`src/shared/sies_pkg.sv`:
```
// Register map, field layout and bus carrier of the stage interrupt enable/status block
package sies_pkg;
  localparam int STAGES = 12;
  localparam int ADDR_W = 8;
  localparam int DATA_W = 16;

  // Register offsets, used as plain addresses on the register port
  localparam logic [ADDR_W-1:0] LOW_EN_ADDR = 8'h05;
  localparam logic [ADDR_W-1:0] DONE_EN_ADDR = 8'h07;
  localparam logic [ADDR_W-1:0] LOW_FLAG_ADDR = 8'h08;
  localparam logic [ADDR_W-1:0] DONE_FLAG_ADDR = 8'h0a;

  // Field layout
  localparam int GPIO_BIT = 12;
  localparam logic [DATA_W-1:0] DONE_EN_MASK = 16'h1fff;
  localparam logic [DATA_W-1:0] LOW_EN_MASK = 16'h0fff;
  localparam logic [DATA_W-1:0] LOW_FLAG_MASK = 16'h0fff;
  localparam logic [DATA_W-1:0] DONE_FLAG_MASK = 16'h1fff;

  // Reset values
  localparam logic [DATA_W-1:0] REG_RESET = 16'h0000;
  localparam logic [DATA_W-1:0] READ_IDLE = 16'h0000;

  typedef struct packed {
    logic [ADDR_W-1:0] addr;
    logic [DATA_W-1:0] wdata;
    logic wr;
    logic rd;
  } sies_req_s;
endpackage : sies_pkg

```
`src/rtl/sies_stage_irq.sv`:
```
// Stage completion / low-limit interrupt enables, sticky status and interrupt line
// Function
// - Completion enable register, stages 0-11, reset zero.
// - Enabled stage completion asserts the interrupt.
// - Bit 12 enables GPIO level-change interrupt.
// - Low-limit flags, stages 0-11, reset zero, also cleared by a one-to-clear write.
// - Low threshold passed sets stage low flag.
// - Reading flags clears them unless still exceeded.
// - Low-threshold enable register gates low-limit interrupts.
`timescale 1ns/1ps
module sies_stage_irq #(
  parameter int STAGES = sies_pkg::STAGES
) (
  input wire logic core_clk,
  input wire logic rst_n,
  input wire sies_pkg::sies_req_s regReq,
  output logic [sies_pkg::DATA_W-1:0] rdData,
  input wire logic [STAGES-1:0] stageDone,
  input wire logic [STAGES-1:0] lowExceeded,
  input wire logic gpioIn,
  output logic irq_n
);

  logic [sies_pkg::DATA_W-1:0] doneEnable;
  logic [STAGES-1:0] lowEnable;
  logic [STAGES-1:0] lowFlags;
  logic [STAGES-1:0] doneFlags;
  logic gpioFlag;
  logic gpioMeta;
  logic gpioSync;
  logic gpioPrev;
  logic gpioChange;
  logic anyPending;

  function automatic logic hit(input sies_pkg::sies_req_s r, input logic [sies_pkg::ADDR_W-1:0] a);
    hit = r.addr == a;
  endfunction : hit

  // Unused upper bits are dropped, so stray ones from the host are harmless
  always_ff @(posedge core_clk or negedge rst_n) begin
    if (!rst_n) begin
      doneEnable <= sies_pkg::REG_RESET;
    end else if (regReq.wr && hit(regReq, sies_pkg::DONE_EN_ADDR)) begin
      doneEnable <= regReq.wdata & sies_pkg::DONE_EN_MASK;
    end
  end

  always_ff @(posedge core_clk or negedge rst_n) begin
    if (!rst_n) begin
      lowEnable <= '0;
    end else if (regReq.wr && hit(regReq, sies_pkg::LOW_EN_ADDR)) begin
      lowEnable <= regReq.wdata[STAGES-1:0];
    end
  end

  // GPIO pin crosses in through two flops; a change is the second one differing from a third, delayed flop
  always_ff @(posedge core_clk or negedge rst_n) begin
    if (!rst_n) begin
      gpioMeta <= 1'b0;
      gpioSync <= 1'b0;
      gpioPrev <= 1'b0;
    end else begin
      gpioMeta <= gpioIn;
      gpioSync <= gpioMeta;
      gpioPrev <= gpioSync;
    end
  end

  assign gpioChange = gpioSync != gpioPrev;

  logic readLow;
  logic readDone;
  logic clrLowW;
  logic clrDoneW;
  assign readLow = regReq.rd && hit(regReq, sies_pkg::LOW_FLAG_ADDR);
  assign readDone = regReq.rd && hit(regReq, sies_pkg::DONE_FLAG_ADDR);
  assign clrLowW = regReq.wr && hit(regReq, sies_pkg::LOW_FLAG_ADDR);
  assign clrDoneW = regReq.wr && hit(regReq, sies_pkg::DONE_FLAG_ADDR);

  logic [STAGES-1:0] lowClr;
  logic [STAGES-1:0] doneClr;
  logic gpioClr;
  always_comb begin
    lowClr = '0;
    doneClr = '0;
    gpioClr = 1'b0;
    if (readLow) begin
      lowClr = '1;
    end
    if (clrLowW) begin
      lowClr = regReq.wdata[STAGES-1:0];
    end
    if (readDone) begin
      doneClr = '1;
      gpioClr = 1'b1;
    end
    if (clrDoneW) begin
      doneClr = regReq.wdata[STAGES-1:0];
      gpioClr = regReq.wdata[sies_pkg::GPIO_BIT];
    end
  end

  // Set wins over clear, so a level still past its limit survives a read
  always_ff @(posedge core_clk or negedge rst_n) begin
    if (!rst_n) begin
      lowFlags <= '0;
    end else begin
      lowFlags <= (lowFlags & ~lowClr) | lowExceeded;
    end
  end

  always_ff @(posedge core_clk or negedge rst_n) begin
    if (!rst_n) begin
      doneFlags <= '0;
      gpioFlag <= 1'b0;
    end else begin
      doneFlags <= (doneFlags & ~doneClr) | stageDone;
      gpioFlag <= (gpioFlag & ~gpioClr) | gpioChange;
    end
  end

  // Read data are only valid in the cycle after the strobe, zero otherwise
  always_ff @(posedge core_clk or negedge rst_n) begin
    if (!rst_n) begin
      rdData <= sies_pkg::READ_IDLE;
    end else if (regReq.rd) begin
      unique case (regReq.addr)
        sies_pkg::LOW_EN_ADDR: rdData <= sies_pkg::DATA_W'(lowEnable);
        sies_pkg::DONE_EN_ADDR: rdData <= doneEnable;
        sies_pkg::LOW_FLAG_ADDR: rdData <= sies_pkg::DATA_W'(lowFlags);
        sies_pkg::DONE_FLAG_ADDR: rdData <= sies_pkg::DATA_W'({gpioFlag, doneFlags});
        default: rdData <= sies_pkg::READ_IDLE;
      endcase
    end else begin
      rdData <= sies_pkg::READ_IDLE;
    end
  end

  assign anyPending = |(doneFlags & doneEnable[STAGES-1:0])
                    | (gpioFlag & doneEnable[sies_pkg::GPIO_BIT])
                    | |(lowFlags & lowEnable);

  // Registered so the pin never glitches while flags and enables move together
  always_ff @(posedge core_clk or negedge rst_n) begin
    if (!rst_n) begin
      irq_n <= 1'b1;
    end else begin
      irq_n <= ~anyPending;
    end
  end

  property p_done_en_write;
    @(posedge core_clk) disable iff (!rst_n)
      regReq.wr && regReq.addr == sies_pkg::DONE_EN_ADDR
      |=> doneEnable == ($past(regReq.wdata) & sies_pkg::DONE_EN_MASK);
  endproperty
  a_done_en_write: assert property (p_done_en_write) else $error("completion enable write lost");

  property p_done_irq;
    @(posedge core_clk) disable iff (!rst_n)
      |(stageDone & doneEnable[STAGES-1:0]) && !regReq.wr |-> ##[1:3] !irq_n;
  endproperty
  a_done_irq: assert property (p_done_irq) else $error("enabled completion gave no interrupt");

  property p_gpio_irq;
    @(posedge core_clk) disable iff (!rst_n)
      gpioChange && doneEnable[sies_pkg::GPIO_BIT] && !regReq.wr |-> ##[1:3] !irq_n;
  endproperty
  a_gpio_irq: assert property (p_gpio_irq) else $error("enabled gpio change gave no interrupt");

  property p_low_read;
    @(posedge core_clk) disable iff (!rst_n)
      regReq.rd && regReq.addr == sies_pkg::LOW_FLAG_ADDR
      |=> rdData == sies_pkg::DATA_W'($past(lowFlags));
  endproperty
  a_low_read: assert property (p_low_read) else $error("low flag readback wrong");

  property p_low_set;
    @(posedge core_clk) disable iff (!rst_n)
      lowExceeded != '0 |=> (lowFlags & $past(lowExceeded)) == $past(lowExceeded);
  endproperty
  a_low_set: assert property (p_low_set) else $error("low flag not set");

  property p_low_clear;
    @(posedge core_clk) disable iff (!rst_n)
      regReq.rd && regReq.addr == sies_pkg::LOW_FLAG_ADDR |=> lowFlags == $past(lowExceeded);
  endproperty
  a_low_clear: assert property (p_low_clear) else $error("low flags not cleared by read");

  property p_done_clear;
    @(posedge core_clk) disable iff (!rst_n)
      regReq.rd && regReq.addr == sies_pkg::DONE_FLAG_ADDR && stageDone == '0 && !gpioChange
      |=> doneFlags == '0 && !gpioFlag;
  endproperty
  a_done_clear: assert property (p_done_clear) else $error("completion flags not cleared by read");

  property p_low_irq;
    @(posedge core_clk) disable iff (!rst_n)
      |(lowExceeded & lowEnable) && !regReq.wr |-> ##[1:2] !irq_n;
  endproperty
  a_low_irq: assert property (p_low_irq) else $error("enabled low limit gave no interrupt");

  property p_quiet;
    @(posedge core_clk) disable iff (!rst_n)
      (doneEnable == '0 && lowEnable == '0) [*3] |-> irq_n;
  endproperty
  a_quiet: assert property (p_quiet) else $error("interrupt with all sources disabled");

  // Enables only move on a write to their own address
  property p_done_en_hold;
    @(posedge core_clk) disable iff (!rst_n)
      !(regReq.wr && regReq.addr == sies_pkg::DONE_EN_ADDR) |=> $stable(doneEnable);
  endproperty
  a_done_en_hold: assert property (p_done_en_hold) else $error("completion enable moved without write");

  property p_done_en_read;
    @(posedge core_clk) disable iff (!rst_n)
      regReq.rd && regReq.addr == sies_pkg::DONE_EN_ADDR |=> rdData == $past(doneEnable);
  endproperty
  a_done_en_read: assert property (p_done_en_read) else $error("completion enable readback wrong");

  property p_upper_zero;
    @(posedge core_clk) disable iff (!rst_n)
      rdData[sies_pkg::DATA_W-1:sies_pkg::GPIO_BIT+1] == '0;
  endproperty
  a_upper_zero: assert property (p_upper_zero) else $error("unused read bits not zero");

  property p_low_en_write;
    @(posedge core_clk) disable iff (!rst_n)
      regReq.wr && regReq.addr == sies_pkg::LOW_EN_ADDR |=> lowEnable == $past(regReq.wdata[STAGES-1:0]);
  endproperty
  a_low_en_write: assert property (p_low_en_write) else $error("low enable write lost");

  property p_low_en_hold;
    @(posedge core_clk) disable iff (!rst_n)
      !(regReq.wr && regReq.addr == sies_pkg::LOW_EN_ADDR) |=> $stable(lowEnable);
  endproperty
  a_low_en_hold: assert property (p_low_en_hold) else $error("low enable moved without write");

  // Flags are sticky: only a read or a one-to-clear write may drop a bit
  property p_done_set;
    @(posedge core_clk) disable iff (!rst_n)
      stageDone != '0 |=> (doneFlags & $past(stageDone)) == $past(stageDone);
  endproperty
  a_done_set: assert property (p_done_set) else $error("completion flag not set");

  property p_done_keep;
    @(posedge core_clk) disable iff (!rst_n)
      !readDone && !clrDoneW
      |=> (doneFlags & $past(doneFlags)) == $past(doneFlags) && (gpioFlag || !$past(gpioFlag));
  endproperty
  a_done_keep: assert property (p_done_keep) else $error("completion flag dropped without clear");

  property p_gpio_sync;
    @(posedge core_clk) disable iff (!rst_n)
      gpioSync == $past(gpioMeta);
  endproperty
  a_gpio_sync: assert property (p_gpio_sync) else $error("gpio synchroniser skipped a stage");

  property p_gpio_set;
    @(posedge core_clk) disable iff (!rst_n)
      gpioChange |=> gpioFlag;
  endproperty
  a_gpio_set: assert property (p_gpio_set) else $error("gpio change flag not set");

  property p_done_flag_read;
    @(posedge core_clk) disable iff (!rst_n)
      regReq.rd && regReq.addr == sies_pkg::DONE_FLAG_ADDR
      |=> rdData == sies_pkg::DATA_W'({$past(gpioFlag), $past(doneFlags)});
  endproperty
  a_done_flag_read: assert property (p_done_flag_read) else $error("completion flag readback wrong");

  property p_read_idle;
    @(posedge core_clk) disable iff (!rst_n)
      !regReq.rd |=> rdData == sies_pkg::READ_IDLE;
  endproperty
  a_read_idle: assert property (p_read_idle) else $error("read data outside the answer cycle");

  property p_low_keep;
    @(posedge core_clk) disable iff (!rst_n)
      !readLow && !clrLowW |=> (lowFlags & $past(lowFlags)) == $past(lowFlags);
  endproperty
  a_low_keep: assert property (p_low_keep) else $error("low flag dropped without clear");

  property p_irq_set;
    @(posedge core_clk) disable iff (!rst_n)
      anyPending |=> !irq_n;
  endproperty
  a_irq_set: assert property (p_irq_set) else $error("pending source left interrupt high");

  property p_irq_clear;
    @(posedge core_clk) disable iff (!rst_n)
      !anyPending |=> irq_n;
  endproperty
  a_irq_clear: assert property (p_irq_clear) else $error("interrupt low with nothing pending");

  c_done_irq: cover property (@(posedge core_clk) disable iff (!rst_n) $fell(irq_n) && doneFlags != '0);
  c_low_keep: cover property (@(posedge core_clk) disable iff (!rst_n) readLow && lowExceeded != '0);
  c_gpio: cover property (@(posedge core_clk) disable iff (!rst_n) gpioFlag && !irq_n);
  c_release: cover property (@(posedge core_clk) disable iff (!rst_n) $rose(irq_n));
  c_w1c: cover property (@(posedge core_clk) disable iff (!rst_n) clrDoneW && regReq.wdata != '0);

endmodule : sies_stage_irq

```
`config.mk`:
```
export PLATFORM = sky130hd
export DESIGN_NAME = sies_stage_irq
export DESIGN_NICKNAME = d
export VERILOG_FILES = /design/src/shared/sies_pkg.sv /design/src/rtl/sies_stage_irq.sv
export SDC_FILE = /design/constraint.sdc
export NUM_CORES = 1
export LEC_CHECK = 0
export BUFFER_PORTS_ARGS = -buffer_cell sky130_fd_sc_hd__buf_2
export CAP_MARGIN = 20
export CORE_ASPECT_RATIO = 2
export CORE_MARGIN = 2
export CORE_UTILIZATION = 35
export DETAILED_ROUTE_END_ITERATION = 10
export MAX_ROUTING_LAYER = met4
export SETUP_SLACK_MARGIN = 0.05
export SLEW_MARGIN = 25
export SYNTH_ARGS = -nofsm -noshare
export SYNTH_HDL_FRONTEND = slang
export SYNTH_SLANG_ARGS = --single-unit
export TNS_END_PERCENT = 20
```
`constraint.sdc`:
```
create_clock -name core_clk -period 2.6 [get_ports core_clk]
set_input_delay 0.65 -clock core_clk [delete_from_list [all_inputs] [get_ports core_clk]]
set_output_delay 0.65 -clock core_clk [all_outputs]
set_load 0.005 [all_outputs]
```
Yosys cells after proc, flatten, opt, wreduce, memory -nomap -nowiden
Cells that the tools add are included.
Word-level totals
  latch bits: 0
  logic and storage cells: 46
  input port bits: 53
  ROM bits: 0
  memories: 0
  output and inout bits: 17
  register bits after elaboration: 70
  bits in writable memories: 0
Cells by class
  multipliers: 0
  muxes and demuxes: 8
  shifts and indexed selects: 0
  reduce and logical (&&, ||, !) cells: 8
  $add $sub $neg: 0
  equality and inequality tests: 5
  divide/modulo/power cells: 0
  bitwise gates (word level): 15
  magnitude comparators: 0
Operator list (count)
  $pmux 13 s4: 1
  $and 12x12->12: 4
  $mux 12: 4
  $not 12->12: 2
  $or 12x12->12: 2
  $reduce_or 12->1: 2
  $eq 8x3->1 const B: 2
  $eq 8x4->1 const B: 2
  $mux 13: 1
  $logic_and 1x1->1: 6
  $or 1x1->1: 3
  $and 1x1->1: 2
  $mux 1: 2
  $not 1->1: 2
  $ne 1x1->1: 1

Logic depth before layout (Yosys ltp)
  depth after elaboration: 7
  depth in mapped cells: 5

Worst setup path after synthesis
No wires, ideal clock.
  kind: input port to flip-flop
  start: input regReq[23] (netlist name)
  end: register lowEnable[10]
  slack: 0.550 ns
  library setup time: 0.128 ns
  required time: 2.472 ns
  cell stages on the path: 4
  arrival: 1.923 ns
  cell sequence: or4_4 nor3_2 buf_4 mux2_1
On the way
  word-level cells in the longest chain between the ends: 2
RTL lines
  start, declared: line sies_stage_irq.sv:16  | input wire sies_pkg::sies_req_s regReq,
  $eq 8x3->1: line sies_stage_irq.sv:36  | hit = r.addr == a;
  $logic_and 1x1->1: line sies_stage_irq.sv:51  | end else if (regReq.wr && hit(regReq, sies_pkg::LOW_EN_ADDR)) begin
  end signal, assigned: line sies_stage_irq.sv:52  | lowEnable <= regReq.wdata[STAGES-1:0];
  end, declared: line sies_stage_irq.sv:25  | logic [STAGES-1:0] lowEnable;
No other way between the ends.
A chain may end at the register's enable or synchronous reset.

Final worst setup path
  start: input regReq[23] (netlist name)
  end: register lowEnable[1]
Same word-level chain as after synthesis.

==> key figures <==
STA
  • Tcrit/Tclk final: 0.720
  • Slew headroom: 0.527
  • Final Max Slew Viols: 0
  • Slew @ Worst Pin: 0.707 ns
  • Layout Skew: between 0.004 and 0.005 ns
  • Setup Total Neg Slack: 0 ns
  • RSZ-0062 raised after global routing: false
  • Max Clk Rate: ~0.53 GHz
  • Fin crit period: between 1.5 and 2 ns
  • Hold Vio Cnt, Final: 0
  • Final setup vio count: 0
  • Hold_ws: 0.310 ns

Synthesis
  • Area contributors post-synth: dfrtp_1 (55%), mux2i_1 (7.9%), mux2_1 (6.7%), nand2b_1 (5.0%), o22a_1 (3.5%)
  • Post-synthesis async set-or-reset flop share: 1.00
  • Synth Instances: ~250
  • Mapped Area: between 3000 and 4000 µm²
  • Dominant cell type by area after synthesis: dfrtp_1
  • Post-synthesis sequential area ratio: 0.554
  • Synth unique cells: 34
  • Primary FF master, synth: dfrtp_1
  • Number of synthesized flops with an enable pin: 0
  • Compound-Gate Fraction of Synth Area: 0.131
  • Synth Area per Inst: between 10 and 15 µm²
  • FF+latch count, synth: 67
  • Synth Area in Adders: 0
  • Post-synthesis mux area share: 0.172
  • Synth top area share: 0.546
  • Largest family of logic cells by synthesized area: multiplexers
  • Simple-gate share of the synthesized area: 0.110
  • Xor/xnor cell area share of the yosys netlist: 0.00289
  • Post-synth top cells: dfrtp_1 (66), mux2i_1 (24), nand2b_1 (24), mux2_1 (18)
  • Syn. warnings: 0
  • Most frequent cell after synthesis: dfrtp_1

Global route
  • Antenna violations before repair: 0
  • First-pass GRT wire length: 12.3 mm
  • Total Routing Usage GR: 0.177
  • GRT Residual Overflow: 0
  • Largest net degree at the start of global routing: 45
  • Vias in the first global route: roughly 2400

Pwr
  • P_leak: roughly 1.7 nW
  • Switching share of power: 0.217
  • Cell internal pwr: between 1.5 and 2 mW
  • Power density over the cells: around 670 nW/µm²
  • Seq pwr share: 0.436
  • Comb power frac: 0.081
  • Final Power: 2.51 mW
  • Clk pwr share: 0.484
  • Maximum VDD drop: 0.000327 V
  • P_sw: ~540 µW

Worst setup path
  • Crit path arrival time: between 2 and 2.5 ns
  • Critical path class: input port to register
  • CP Cell Sequence: buf_2 > or4_4 > nor3_2 > buf_4 > mux2_2
  • Crit path required time: approximately 2.8 ns
  • Delay of the slowest critical-path stage: 0.55 ns
  • Startpoint types: input port
  • Slowest-stage cell, CP: or4_4
  • CP Max Fanout: 12
  • Crit path capture type: register

Outcome
  • Status: complete, no violations

Layout
  • Final nets: about 370
  • Layout cells sized above 1: 0.295
  • Inserted Diodes: 0
  • Area added between synthesis and finish: 24.1%
  • Fin util: 0.440
  • Layout Cells excl Fill: ~430

Job
  • Max-Cap Viols: 0

Clock tree
  • Post-CTS sizing: 0
  • CTS Hold Buffers Added: 0
  • Clk sinks: 67
  • Clock latency on the worst-skew pair: around 0.32 ns
  • H-Tree Depth: 3
  • CTS buffer count: 9
  • Root buf cell: clkbuf_16
  • Clk slew on worst S/H paths: about 0.050 ns
  • CTS tree: built
  • Post-CTS setup buffers: 0
  • Worst-case clock buffer depth: 2

Route
  • Drt initial violations: 108
  • Drt pass-1 iters: 7
  • WL final: ~7.7 mm
  • Total number of vias: roughly 2200
  • Vias/cell: ~5.2
  • Routed wire per std cell: between 15 and 20 µm
  • Residual DRC: 0
  • Detail Route Antenna Nets: 0

Floorplanning
  • Die width: roughly 70 µm
  • # rows: 48
  • Die Footprint: 9450 µm²
  • IO Count: 70
  • Core area: ~8500 µm²
  • Initial Utilization: 0.355
  • Die height: 136 µm

Placed design
  • Post-Place Cells: roughly 410
  • Detailed placement HPWL: ~5.4 mm
  • # port buffers: 63
  • GP Congestion: 0.828

Hold path
  • Type of the most critical hold path: input port to async pin
-- routing by layer --
layer	track usage	routed length [µm]	share of wire
met3	0.0298	212	0.027
met4	0.101	309	0.040
met1	0.184	2930	0.38
met5	-	0	0
met2	0.314	4260	0.55
-- cells by family (layout without fill, tap and decap cells) --
kind of cell              Yosys count  after routing
muxes                              49             49
xor gates and xnor gates            1              1
DFF                                67             67
buffers and inverters              15             86
and+or+nand+nor                    56             56
other                               1              3
AOI/OAI and AO/OA                  63             63
-- cell type report --
cell class / count / area (µm²)
Fill cell: 845 / 4770
Clock buffer: 14 / 264
Sequential cell: 67 / 1680
Multi-Input combinational cell: 172 / 1270
Tap cell: 100 / 125
Timing Repair Buffer: 70 / 380
Clock inverter: 2 / 35.0
-- per-stage QoR --
stage	cell area [µm²]	worst slack, ns
final	3750	0.728
after global routing	3750	0.669
after CTS	3750	0.737
after detailed placement	3460	0.390
after global placement	3460	0.402
after floorplan	3030	0.550
-- placed cells by master, fill, tap and decap left out, types with 6 or more instances in the layout --
| cell | instances |
|---|---|
| buf_2 | 63 |
| buf_4 | 6 |
| dfrtp_1 | 66 |
| mux2_2 | 7 |
| a22oi_1 | 10 |
| nand2b_1 | 24 |
| nor2_1 | 13 |
| mux2i_1 | 24 |
| o21ai_1 | 12 |
| mux2_1 | 18 |
| o21ai_0 | 13 |
| o22a_1 | 12 |
| a21oi_1 | 13 |
| clkbuf_16 | 9 |
-- registers in the layout, summed over array words and instances, names as in the netlist --
signal	flops
gpioPrev	1
rdData	13
lowEnable	12
doneEnable	13
gpioFlag	1
doneFlags	12
gpioMeta	1
gpioSync	1
lowFlags	12
irq_n	1
-- worst paths after layout --
kind                                 to  slack [ns]           from  cells after the start
setup / recovery           lowEnable[1]        0.73     regReq[23]                      5
hold / removal                 gpioSync        0.31          rst_n                      1
setup reg to reg                  irq_n        1.27  doneEnable[9]                      3
hold reg to reg                gpioSync        0.35       gpioMeta                      0
max in group asynchronous         irq_n        1.60          rst_n                      2
min in group core_clk          gpioSync        0.35       gpioMeta                      0
-- critical path, delay by kind of cell --
family / cells / cell delay [ns]
simple gates: 2 / 0.71
buf+inv: 2 / 0.36
mux: 1 / 0.36
-- power by group through the flow --
| stage | Sequential [mW] | Combinational, mW | Clock [mW] |
|---|---|---|---|
| finish | 1.09 | 0.202 | 1.21 |
| global route | 1.10 | 0.224 | 1.27 |
| CTS | 1.09 | 0.206 | 1.24 |
| detailed placement | 1.11 | 0.205 | 0 |
| global placement | 1.11 | 0.202 | 0 |
| floorplan | 1.11 | 0.104 | 0 |
No activity file was read; power rests on OpenSTA's default activity.
